--- config.mk ---
export PLATFORM = sky130hd
export DESIGN_NAME = wut_top
export DESIGN_NICKNAME = d
export VERILOG_FILES = /design/src/verilog/wut_pkg.sv /design/src/verilog/wut_tick_gen.sv /design/src/verilog/wut_top.sv
export VERILOG_INCLUDE_DIRS = /design/src /design/src/verilog
export SDC_FILE = /design/constraint.sdc
export NUM_CORES = 1
export LEC_CHECK = 0
export ABC_AREA = 1
export BUFFER_PORTS_ARGS = -buffer_cell sky130_fd_sc_hd__buf_4
export CAP_MARGIN = 20
export CELL_PAD_IN_SITES_DETAIL_PLACEMENT = 0
export CELL_PAD_IN_SITES_GLOBAL_PLACEMENT = 1
export CORE_MARGIN = 1.5
export CORE_UTILIZATION = 38
export DETAILED_ROUTE_END_ITERATION = 6
export PLACE_DENSITY = 0.86
export SLEW_MARGIN = 20
export SYNTH_ARGS = -nofsm -noshare
export SYNTH_HDL_FRONTEND = slang
export SYNTH_SLANG_ARGS = --single-unit
--- constraint.sdc ---
create_clock -name CLK_SYS_IN -period 1.4 [get_ports CLK_SYS_IN]
set_input_delay 0.35 -clock CLK_SYS_IN [delete_from_list [all_inputs] [get_ports CLK_SYS_IN]]
set_output_delay 0.35 -clock CLK_SYS_IN [all_outputs]
set_load 0.005 [all_outputs]
--- src/verilog/wut_defines.svh ---
// Constants for the wake-up timer: widths, select codes, timing counts.
// Assumes a 100 MHz system clock and one power-on reset for the block.
//
// Operation
// (RULE1) 24-bit down counter with 24-bit reload value
// (RULE2) Reload writable only in INIT, NORMAL, WAKE
// (RULE3) Tick is 100 kHz or 100 Hz, selectable
// (RULE4) Fast base: 10 us steps, up to 168 s
// (RULE5) Slow base: 10 ms steps, up to 1.9 days
// (RULE6) Low-power entry loads counter, then decrements per tick
// (RULE7) Underflow issues wake request from SLEEP or STANDBY
// (RULE8) Leaving SLEEP raises an interrupt
// (RULE9) Counting starts at most 40 us after entry
// (RULE10) Extra latency stays under 50 us
// (RULE11) Inactive in power-down and initialisation states
// (RULE12) Idle outside low power; each entry restarts count
`ifndef WUT_DEFINES_SVH
`define WUT_DEFINES_SVH

// ----------------------------------------------------------------
// Widths
// ----------------------------------------------------------------
`define WUT_CNT_W 24
`define WUT_BYTE_W 8
`define WUT_DLY_W 11
`define WUT_DIV_W 20

// ----------------------------------------------------------------
// Configuration write selects
// ----------------------------------------------------------------
`define WUT_SEL_LOW 2'h0
`define WUT_SEL_MID 2'h1
`define WUT_SEL_HIGH 2'h2
`define WUT_SEL_BASE 2'h3

// ----------------------------------------------------------------
// Timing
// ----------------------------------------------------------------
`define WUT_CLK_NS 10
`define WUT_FAST_TICK_NS 10000
`define WUT_SLOW_TICK_NS 10000000
`define WUT_ACT_DLY_NS 20000
`define WUT_FAST_DIV (`WUT_FAST_TICK_NS / `WUT_CLK_NS)
`define WUT_SLOW_DIV (`WUT_SLOW_TICK_NS / `WUT_CLK_NS)
`define WUT_ACT_CYC (`WUT_ACT_DLY_NS / `WUT_CLK_NS)

`endif

--- src/verilog/wut_pkg.sv ---
// Types for the wake-up timer.
// Assumes the state machine encodes device states as below.
`default_nettype none

package wut_pkg;

    typedef enum logic [2:0] {
        DEV_POWERDOWN = 3'b000,
        DEV_INIT = 3'b001,
        DEV_NORMAL = 3'b010,
        DEV_SLEEP = 3'b011,
        DEV_STANDBY = 3'b100,
        DEV_WAKE = 3'b101,
        DEV_FAILSAFE = 3'b110
    } wut_dev_state_t;

    typedef enum logic [1:0] {
        PH_IDLE = 2'b00,
        PH_ARM = 2'b01,
        PH_COUNT = 2'b10,
        PH_DONE = 2'b11
    } wut_phase_t;

    typedef struct packed {
        wut_phase_t phase;
        logic [23:0] reload;
        logic slow;
        logic [23:0] count;
        logic [10:0] dly;
        wut_dev_state_t prev_state;
        logic wake;
        logic irq;
        logic reject;
        logic running;
    } wut_state_t;

    typedef struct packed {
        logic [19:0] cnt;
        logic tick;
    } wut_tick_state_t;

endpackage : wut_pkg

`default_nettype wire

--- src/verilog/wut_tick_gen.sv ---
// Time-base tick generator: one-cycle tick every FAST_DIV or SLOW_DIV clocks.
// Assumes run comes from a flop on the same clock; restarts whenever run drops.
`default_nettype none
`include "wut_defines.svh"

module wut_tick_gen #(
    parameter int unsigned SLOW_DIV = `WUT_SLOW_DIV
) (
    input wire logic clk,
    input wire logic rst,
    input wire logic ce,
    input wire logic run,
    input wire logic slow,
    output logic tick
);
    import wut_pkg::*;

    wut_tick_state_t st;
    wut_tick_state_t next_st;
    logic [`WUT_DIV_W-1:0] last;

    // ----------------------------------------------------------------
    // Divider
    // ----------------------------------------------------------------
    always_comb begin
        last = slow ? `WUT_DIV_W'(SLOW_DIV - 1) : `WUT_DIV_W'(`WUT_FAST_DIV - 1); // RULE3
        next_st = st;
        next_st.tick = 1'b0;
        if (!run) begin
            next_st.cnt = '0;
        end else if (st.cnt == last) begin
            next_st.cnt = '0;
            next_st.tick = 1'b1; // RULE4 RULE5
        end else begin
            next_st.cnt = st.cnt + `WUT_DIV_W'(1);
        end
    end

    always_ff @(posedge clk) begin
        if (rst) begin
            st <= '0;
        end else if (ce) begin
            st <= next_st;
        end
    end

    assign tick = st.tick;

endmodule : wut_tick_gen

`default_nettype wire

--- src/verilog/wut_top.sv ---
// Wake-up timer: reload storage, arming delay, 24-bit down count, wake and
// interrupt pulses. Assumes STATE_IN and the write port come from logic on
// CLK_SYS_IN, and RST_IN is the device power-on reset.
`default_nettype none
`include "wut_defines.svh"

module wut_top #(
    parameter int unsigned SLOW_DIV = `WUT_SLOW_DIV
) (
    input wire logic CLK_SYS_IN,
    input wire logic RST_IN,
    input wire logic CE_IN,
    input wire wut_pkg::wut_dev_state_t STATE_IN,
    input wire logic WR_EN_IN,
    input wire logic [1:0] WR_SEL_IN,
    input wire logic [7:0] WR_DATA_IN,
    output logic WAKE_REQ_OUT,
    output logic INT_REQ_OUT,
    output logic WR_REJECT_OUT,
    output logic RUNNING_OUT,
    output logic TIMEBASE_SLOW_OUT,
    output logic [23:0] RELOAD_OUT,
    output logic [23:0] COUNT_OUT
);
    import wut_pkg::*;

    wut_state_t st;
    wut_state_t next_st;
    logic tick;
    logic low_power;
    logic entry;
    logic cfg_open;

    // ----------------------------------------------------------------
    // State decode
    // ----------------------------------------------------------------
    always_comb begin
        low_power = (STATE_IN == DEV_SLEEP) || (STATE_IN == DEV_STANDBY);
        // Sleep to standby directly still counts as a fresh entry
        entry = low_power && (STATE_IN != st.prev_state); // RULE12
        cfg_open = (STATE_IN == DEV_INIT) || (STATE_IN == DEV_NORMAL)
            || (STATE_IN == DEV_WAKE); // RULE2
    end

    // ----------------------------------------------------------------
    // Tick source
    // ----------------------------------------------------------------
    wut_tick_gen #(
        .SLOW_DIV(SLOW_DIV)
    ) u_tick (
        .clk(CLK_SYS_IN),
        .rst(RST_IN),
        .ce(CE_IN),
        .run(st.phase == PH_COUNT),
        .slow(st.slow),
        .tick(tick)
    );

    // ----------------------------------------------------------------
    // Next state
    // ----------------------------------------------------------------
    always_comb begin
        next_st = st;
        next_st.wake = 1'b0;
        next_st.irq = 1'b0;
        next_st.reject = 1'b0;
        next_st.prev_state = STATE_IN;

        // Writes outside the open states are dropped, not queued
        if (WR_EN_IN) begin
            if (cfg_open) begin // RULE2
                case (WR_SEL_IN)
                    `WUT_SEL_LOW: begin
                        next_st.reload[7:0] = WR_DATA_IN; // RULE1
                    end
                    `WUT_SEL_MID: begin
                        next_st.reload[15:8] = WR_DATA_IN; // RULE1
                    end
                    `WUT_SEL_HIGH: begin
                        next_st.reload[23:16] = WR_DATA_IN; // RULE1
                    end
                    default: begin
                        next_st.slow = WR_DATA_IN[0]; // RULE3
                    end
                endcase
            end else begin
                next_st.reject = 1'b1;
            end
        end

        if ((st.prev_state == DEV_SLEEP) && (STATE_IN != DEV_SLEEP)) begin
            next_st.irq = 1'b1; // RULE8
        end

        if (!low_power) begin
            next_st.phase = PH_IDLE; // RULE11 RULE12
            next_st.dly = '0;
        end else if (entry) begin
            next_st.phase = PH_ARM; // RULE6
            next_st.count = st.reload; // RULE6
            next_st.dly = '0;
        end else begin
            case (st.phase)
                PH_ARM: begin
                    // Fixed arming wait keeps start well inside the 40 us bound
                    if (st.dly == `WUT_DLY_W'(`WUT_ACT_CYC - 1)) begin
                        next_st.phase = PH_COUNT; // RULE9
                    end else begin
                        next_st.dly = st.dly + `WUT_DLY_W'(1);
                    end
                end
                PH_COUNT: begin
                    if (tick) begin
                        if (st.count == '0) begin
                            next_st.wake = 1'b1; // RULE7 RULE10
                            next_st.phase = PH_DONE;
                        end else begin
                            next_st.count = st.count - `WUT_CNT_W'(1); // RULE1 RULE6
                        end
                    end
                end
                PH_DONE: begin
                    // One wake per entry; waits for the state to change
                    next_st.phase = PH_DONE;
                end
                default: begin
                    next_st.phase = PH_IDLE;
                end
            endcase
        end
        // Own flop so the status pin carries no decode glitch
        next_st.running = (next_st.phase == PH_COUNT);
    end

    // ----------------------------------------------------------------
    // State register
    // ----------------------------------------------------------------
    always_ff @(posedge CLK_SYS_IN) begin
        if (RST_IN) begin
            st <= '0;
        end else if (CE_IN) begin
            st <= next_st;
        end
    end

    assign WAKE_REQ_OUT = st.wake;
    assign INT_REQ_OUT = st.irq;
    assign WR_REJECT_OUT = st.reject;
    assign RUNNING_OUT = st.running;
    assign TIMEBASE_SLOW_OUT = st.slow;
    assign RELOAD_OUT = st.reload;
    assign COUNT_OUT = st.count;

    int arm_cycles;
    always_ff @(posedge CLK_SYS_IN) begin
        if (RST_IN || st.phase != PH_ARM) begin
            arm_cycles <= 0;
        end else if (CE_IN) begin
            arm_cycles <= arm_cycles + 1;
        end
    end
endmodule : wut_top

`default_nettype wire

==> metrics.csv, run 1 <==
stage,metric,value,unit
floorplanning,core_area,14000,um2
finish,final_util,60.3,%
logic_synthesis,synthesis.area,5520,um2
critical_path,crit_family,simple AND/OR/NAND/NOR gates,
critical_path,cp-end-kind,flop,
grt,antenna_found_initial,0,
logic_synthesis,synth_cell_types,44,
clocking,root_buffer,clkbuf_16,
floorplanning,row_count,43,
clocking,cts_buffers,9,
timing,hold_violations,0,
finish,fill_cells,1252,
finish,stdcell_area,8470,um2
grt,grt-ovfl-total,0,
route,drt-initial-drc-count,268,
logic_synthesis,syn_nets,839,
critical_path,worst-path-buf-inv,2,
power_and_ir_drop,power_frac_comb,28.5,%
timing,fmax,0.638,GHz
critical_path,cp_data_arrival_time,1830,ps
route,wl_per_cell,14.5,um
grt,grt_pass1_vias,5429,
critical_path,path_cells,"nor2_4, nand3_1, nor2_4, nand3_2, nand2_2, nand2_4, nand2_8, buf_12, clkinv_8, o21ai_2, nor2_1",
timing,fin_skew,7.86,ps
route,first_pass_iters,5,
timing,drv_slew,0,
hold_path,worstHoldPathType,in2reg,
timing,worst_slack,-168,ps
logic_synthesis,netlist_instances,819,
logic_synthesis,synth_seq_cells,90,
power_and_ir_drop,internal_power,5.11,mW
floorplanning,initial_core_util,39.3,%
timing,fin_crit,1570,ps
finish,diodes,0,
clocking,clock_latency,360,ps
critical_path,critical_path_required,1660,ps
critical_path,slowest_delay,340,ps
floorplanning,die_h,124,um
logic_synthesis,synthArstFlopShare,0,%
critical_path,reg2reg_to,COUNT_OUT[13]$_SDFFE_PP0P_,
logic_synthesis,synth_edf_count,0,
clocking,ctsHtreeMaxLevel,3,
status,status,"finished, violations left",
timing,setup_tns,-5310,ps
placed_design,placed_cell_area,6990,um2
power_and_ir_drop,swShare,30.6,%
clocking,clock-sinks,90,
placed_design,hpwl,11500,um
placed_design,port_buffers,69,
critical_path,path_max_fanout,6,
finish,final_cells,1195,
clocking,ctsHoldBuffers,0,
floorplanning,fp.dieArea,15300,um2
finish,most-common-layout-cells,"buf_4 (215), nand2_1 (136), nor2_1 (79), inv_1 (70), dfxtp_1 (56)",
timing,fin_crit_sh,112,%
finish,layout_commonest_cell,buf_4,
logic_synthesis,ys_seq_area_share,32.6,%
critical_path,crit_slowest_cell,dfxtp_2,
grt,grt_use_total,22.9,%
timing,slew_headroom,78.3,%
route,via_per_inst,4.85,
critical_path,cp-endpoint,COUNT_OUT[13]$_SDFFE_PP0P_,
critical_path,crit_type,reg2reg,
power_and_ir_drop,pwr-share-seq,36.7,%
power_and_ir_drop,p_sw,2.26,mW
critical_path,r2r_start,COUNT_OUT[20]$_SDFFE_PP0P_,
power_and_ir_drop,total_power,7.37,mW
grt,grt_max_degree,41,
run,max_cap_viol_count,0,
logic_synthesis,synth_warnings,0,
clocking,cts_tree,yes,
finish,drive_above_1_share,50.5,%
placed_design,place_congestion,0.862,
timing,rsz0062_at_grt,yes,
placed_design,dp.cells,1142,
power_and_ir_drop,p_leak,3.76,nW
timing,finalSetupViolCount,56,
power_and_ir_drop,power_density,869,nW/um2
route,finalWirelength,17300,um
status,violations,negative setup slack,
critical_path,cp-startpoint,COUNT_OUT[20]$_SDFFE_PP0P_,
finish,final_nets,1030,
clocking,path_clk_slew,70,ps
logic_synthesis,syn_avg_cell_area,6.74,um2
timing,worst_pin_slew,323,ps
route,via_count,5796,
power_and_ir_drop,irDropWorstVdd,615,uV
clocking,clockBufferDepth,2,
floorplanning,io_pins,70,
critical_path,critPathLaunchType,flop,
grt,grt_pass1_wl,26600,um
critical_path,cp.depth,11,
critical_path,r2r_slack,-170,ps
route,drcViolationCount,0,
critical_path,crit_path_frequent_cell,nor2_4,
route,postRouteAntennaNets,0,
finish,area_delta_synth_final,53.4,%
floorplanning,chipWidth,124,um
power_and_ir_drop,clockPowerShare,34.9,%
logic_synthesis,synth_ff_type,dfxtp_1,
critical_path,reg2regPathDepth,11,
==> power groups by stage <==
stage	clock network, mW	logic, mW	registers (mW)
after floorplan	0	1.04	2.75
after global placement	0	1.68	2.74
after detailed placement	0	1.69	2.74
after CTS	2.61	1.93	2.70
after global routing	2.72	2.29	2.71
final	2.57	2.10	2.70
==> metrics by stage <==
step                hold WS [ps]  setup slack [ps]
floorplan                    438             -65.3
CTS                          267              -125
global route                 303              -248
finish                       280              -168
detailed placement           475              -274
global placement             476              -246
==> tightest hold or removal path: stages <==
cell and delay, ps:
buf_4 90, o21ai_0 90, nor2_1 80
==> timing repair <==
item                                    in CTS  in global routing
gates resized for setup                    115                129
cloned                                       5                  0
endpoints found under the setup margin      61                 65
setup buffers                               32                  7
pin swaps                                   30                 58
==> logic make-up after synthesis <==
| family | share of synthesized area (%) |
|---|---|
| buffers and inverters | 16.1 |
| AND/OR/NAND/NOR | 31.5 |
| XOR/XNOR | 2.86 |
| flip-flops | 32.6 |
| adder cells (fa/ha/maj) | 0.680 |
| AO/OA/AOI/OAI | 16.3 |
==> Yosys cell counts, types with 2 or more instances <==
| library cell | number | area (um2) |
|---|---|---|
| a21oi_1 | 56 | 280 |
| a21oi_2 | 12 | 105 |
| buf_2 | 3 | 15.0 |
| buf_4 | 49 | 368 |
| buf_6 | 6 | 67.6 |
| buf_8 | 2 | 30.0 |
| clkbuf_1 | 10 | 37.5 |
| dfxtp_1 | 90 | 1800 |
| ha_1 | 3 | 37.5 |
| inv_1 | 78 | 293 |
| inv_2 | 8 | 30.0 |
| nand2_1 | 177 | 664 |
| nand2_2 | 14 | 87.6 |
| nand2_4 | 3 | 33.8 |
| nand3_1 | 38 | 190 |
| nand3_2 | 7 | 70.1 |
| nand3b_1 | 3 | 22.5 |
| nand4_1 | 16 | 100 |
| nor2_1 | 121 | 454 |
| nor2_2 | 5 | 31.3 |
| nor2_4 | 3 | 33.8 |
| nor3_1 | 5 | 25.0 |
| o21a_1 | 2 | 15.0 |
| o21ai_0 | 47 | 235 |
| o21ai_1 | 16 | 80.1 |
| o21ai_2 | 7 | 61.3 |
| o21bai_1 | 5 | 37.5 |
| xnor2_1 | 7 | 61.3 |
| xor2_1 | 11 | 96.3 |
==> cell type report <==
type	instances	area, um2	area share (%)
Inverter	89	362	4.27
Sequential cell	90	1860	22.0
Timing Repair inverter	3	43.8	0.517
Clock inverter	4	50.0	0.591
Timing Repair Buffer	249	2100	24.7
Tap cell	180	225	2.66
Multi-Input combinational cell	568	3580	42.2
Clock buffer	12	256	3.03
==> flip-flops by register name (all words and copies together) (netlist names), 16 cells and up <==
signal	count
COUNT_OUT	24
st	16
RELOAD_OUT	24
u_tick.st	20
==> worst min-delay path by stage <==
stage / startpoint / end / slack (ps) / cells past startpoint
2_1_floorplan: RELOAD_OUT[5]$_SDFFE_PP0P_ / RELOAD_OUT[5]$_SDFFE_PP0P_ / 440 / 2
3_3_place_gp: u_tick.tick$_SDFFE_PP0P_ / u_tick.tick$_SDFFE_PP0P_ / 480 / 2
3_5_place_dp: u_tick.tick$_SDFFE_PP0P_ / u_tick.tick$_SDFFE_PP0P_ / 470 / 2
4_1_cts: STATE_IN[1] / st[5]$_SDFFE_PP0P_ / 270 / 3
5_1_grt: WR_DATA_IN[4] / RELOAD_OUT[12]$_SDFFE_PP0P_ / 300 / 3
6_report: WR_DATA_IN[5] / RELOAD_OUT[21]$_SDFFE_PP0P_ / 280 / 3
==> per-layer routing <==
layer,track usage [%],wire length [um],up-vias
li1,-,-,2959
met5,0,0,-
met3,4.11,730,31
met2,39.3,8710,120
met4,9.27,461,0
met1,28.3,7410,2686
(Power assumes the default switching activity.)
==> run 2, diff against run 1 <==
--- a/config.mk
+++ b/config.mk
@@ -12,9 +12,10 @@
 export CELL_PAD_IN_SITES_DETAIL_PLACEMENT = 0
 export CELL_PAD_IN_SITES_GLOBAL_PLACEMENT = 1
 export CORE_MARGIN = 1.5
-export CORE_UTILIZATION = 38
+export CORE_UTILIZATION = 42
 export DETAILED_ROUTE_END_ITERATION = 6
-export PLACE_DENSITY = 0.86
+export GPL_TIMING_DRIVEN = 0
+export PLACE_DENSITY = 0.9
 export SLEW_MARGIN = 20
 export SYNTH_ARGS = -nofsm -noshare
 export SYNTH_HDL_FRONTEND = slang
==> constraint.sdc (replaced) <==
create_clock -name CLK_SYS_IN -period 1.5 [get_ports CLK_SYS_IN]
set_input_delay 0.375 -clock CLK_SYS_IN [delete_from_list [all_inputs] [get_ports CLK_SYS_IN]]
set_output_delay 0.375 -clock CLK_SYS_IN [all_outputs]
set_load 0.005 [all_outputs]
==> run 2 against run 1 <==
Total power is 12% lower. Combinational power is 18% lower. Flip-flop and latch count stayed put. Clock power is 13% lower. Clock skew is 1.7 ps higher. Global-route usage is 0.40 points lower. The run still ends with negative setup slack left. Critical path depth stayed put. Worst hold slack better by 40 ps. Count of clock-buffer cells in the layout is 2 higher.
==> metrics.csv, run 2 (synthesis results as in run 1) <==
stage,metric,value,unit,change
clocking,path_clk_slew,60,ps,was 70 ps
floorplanning,die_h,118,um,was 124 um
power_and_ir_drop,internal_power,4.48,mW,was 5.11 mW
hold_path,min_delay_path_depth,3,,unchanged
route,postRouteAntennaNets,0,,unchanged
power_and_ir_drop,power_density,829,nW/um2,was 869 nW/um2
clocking,clockBufferDepth,2,,unchanged
hold_path,worstHoldPathType,in2reg,,unchanged
timing,worst_pin_slew,684,ps,was 323 ps
finish,diodes,0,,unchanged
placed_design,dp_worst_setup_slack,-350,ps,was -274 ps
power_and_ir_drop,swShare,30.9,%,was 30.6%
clocking,cts_buffers,9,,unchanged
timing,rsz0062_at_grt,yes,,unchanged
finish,final_nets,980,,was 1030
finish,area_delta_synth_final,41.5,%,was 53.4%
timing,hold_violations,0,,unchanged
route,drcViolationCount,0,,unchanged
finish,most-common-layout-cells,"buf_4 (162), nand2_1 (149), nor2_1 (91), inv_1 (72), dfxtp_1 (44)",,"was buf_4 (215), nand2_1 (136), nor2_1 (79), inv_1 (70), dfxtp_1 (56)"
status,status,"finished, violations left",,unchanged
route,drt-initial-drc-count,309,,was 268
timing,slew_headroom,54.4,%,was 78.3%
floorplanning,io_pins,70,,unchanged
floorplanning,chipWidth,118,um,was 124 um
grt,grt_max_degree,14,,was 41
timing,fin_hold_ws,321,ps,was 280 ps
power_and_ir_drop,p_leak,3.35,nW,was 3.76 nW
critical_path,critPathLaunchType,flop,,unchanged
timing,drv_slew,0,,unchanged
grt,antenna_found_initial,0,,unchanged
run,max_cap_viol_count,0,,unchanged
power_and_ir_drop,irDropWorstVdd,471,uV,was 615 uV
grt,grt-ovfl-total,0,,unchanged
critical_path,critical_path_required,1770,ps,was 1660 ps
timing,fin_skew,9.52,ps,was 7.86 ps
timing,fin_crit_sh,106,%,was 112%
route,via_count,5658,,was 5796
route,finalWirelength,16700,um,was 17300 um
critical_path,crit_type,reg2reg,,unchanged
critical_path,r2r_start,COUNT_OUT[16]$_SDFFE_PP0P_,,was COUNT_OUT[20]$_SDFFE_PP0P_
finish,drive_above_1_share,44.0,%,was 50.5%
clocking,root_buffer,clkbuf_16,,unchanged
power_and_ir_drop,power_frac_comb,26.5,%,was 28.5%
critical_path,path_max_fanout,5,,was 6
critical_path,cp_data_arrival_time,1860,ps,was 1830 ps
critical_path,r2r_slack,-90,ps,was -170 ps
power_and_ir_drop,clockPowerShare,34.4,%,was 34.9%
finish,layout_commonest_cell,buf_4,,unchanged
grt,grt_pass1_vias,5004,,was 5429
floorplanning,fp.dieArea,13800,um2,was 15300 um2
power_and_ir_drop,p_sw,2.00,mW,was 2.26 mW
floorplanning,row_count,41,,was 43
grt,grt_pass1_wl,25100,um,was 26600 um
critical_path,reg2reg_to,COUNT_OUT[19]$_SDFFE_PP0P_,,was COUNT_OUT[13]$_SDFFE_PP0P_
timing,finalSetupViolCount,45,,was 56
critical_path,reg2regPathDepth,11,,unchanged
hold_path,hp-start,STATE_IN[1],,was WR_DATA_IN[5]
clocking,clock_latency,350,ps,was 360 ps
placed_design,port_buffers,69,,unchanged
floorplanning,initial_core_util,43.4,%,was 39.3%
clocking,ctsHtreeMaxLevel,3,,unchanged
placed_design,hpwl,10900,um,was 11500 um
grt,grt_use_total,22.5,%,was 22.9%
clocking,clock-sinks,90,,unchanged
timing,worst_slack,-86.0,ps,was -168 ps
floorplanning,core_area,12700,um2,was 14000 um2
placed_design,place_congestion,0.862,,about the same
critical_path,cp-end-kind,flop,,unchanged
timing,fmax,0.631,GHz,was 0.638 GHz
hold_path,hold_end,st[5]$_SDFFE_PP0P_,,was RELOAD_OUT[21]$_SDFFE_PP0P_
route,first_pass_iters,5,,unchanged
route,via_per_inst,4.98,,was 4.85
route,wl_per_cell,14.7,um,was 14.5 um
clocking,ctsHoldBuffers,0,,unchanged
timing,fin_crit,1590,ps,was 1570 ps
status,violations,negative setup slack,,unchanged
power_and_ir_drop,pwr-share-seq,39.1,%,was 36.7%
clocking,cts_tree,yes,,unchanged
[run 2: changes by cell type in the layout (fill, tap and decap cells not counted), sizes merged]
cell | before | now
buf | 249 | 189
bufinv | 1 | 0
clkbuf | 12 | 26
clkinvlp | 2 | 0
inv | 90 | 88
nand2 | 194 | 195
[run 2: stage by stage]
stage          TNS (ps)  instances  power, mW  util [%]  instance area [um2]
2_1_floorplan         0        819       3.51         -                 5540
3_3_place_gp     -15940       1060       3.86      49.3                 6270
3_5_place_dp     -17400       1060       3.87      49.3                 6270
4_1_cts           -1030       1109       6.29      56.2                 7140
5_1_grt           -5920       1137       6.77      61.4                 7810
6_report          -1610       1137       6.48      61.4                 7810
[run 2: layer usage]
metal  wire, um  global-route usage [%]  share of wire (%)
met1       7390                    28.9                 44
met2       8230                    38.7                 49
met3        818                    4.07                4.9
met4        291                    6.25                1.7
met5          0                       0                  0
[run 2: area by class of cell]
cell class / instances / area, um2
well taps: 172 / 215
clock inverters: 2 / 10.0
clock buffers: 14 / 274
repair buffers: 130 / 1120
flip-flops and latches: 90 / 1900
plain buffers: 71 / 546
fillers: 1173 / 4910
multi-input cells: 569 / 3390
inverters: 89 / 350
[run 2: repair_timing]
action,CTS,global route
endpoints found under the hold margin,0,0
gates resized for setup,113,123
setup endpoints to repair,55,64
buffers inserted,30,26
pin swaps,47,43
cloned,4,3
[run 2: critical path, cell delays in order (launching register included)]
cell     delay, ps
dfxtp_4        370
nor2_4         120
nand2_2         90
nor2_4         150
nand3_2         90
nand2_2         70
nand2_2         70
nand2_4        130
buf_6          150
buf_8          120
nand2_2         50
a21oi_2        100
[run 2: power groups by stage]
| stage | combinational [mW] | clock (mW) | sequential [mW] |
|---|---|---|---|
| detailed placement | 1.28 | 0 | 2.59 |
| global placement | 1.27 | 0 | 2.59 |
| global route | 1.89 | 2.34 | 2.54 |
| finish | 1.72 | 2.23 | 2.53 |
| CTS | 1.50 | 2.24 | 2.55 |
| floorplan | 0.947 | 0 | 2.56 |
[run 2: how the worst max path moves through the flow]
stage / from / end / slack (ps) / cells past startpoint
floorplan: u_tick.st[1]$_SDFFE_PP0P_ / u_tick.st[19]$_SDFFE_PP0P_ / 3 / 9
global placement: u_tick.st[1]$_SDFFE_PP0P_ / u_tick.st[19]$_SDFFE_PP0P_ / -330 / 9
detailed placement: u_tick.st[1]$_SDFFE_PP0P_ / u_tick.st[19]$_SDFFE_PP0P_ / -350 / 9
CTS: COUNT_OUT[0]$_SDFFE_PP0P_ / COUNT_OUT[2]$_SDFFE_PP0P_ / -60 / 11
global route: COUNT_OUT[16]$_SDFFE_PP0P_ / COUNT_OUT[12]$_SDFFE_PP0P_ / -190 / 11
finish: COUNT_OUT[16]$_SDFFE_PP0P_ / COUNT_OUT[19]$_SDFFE_PP0P_ / -90 / 11
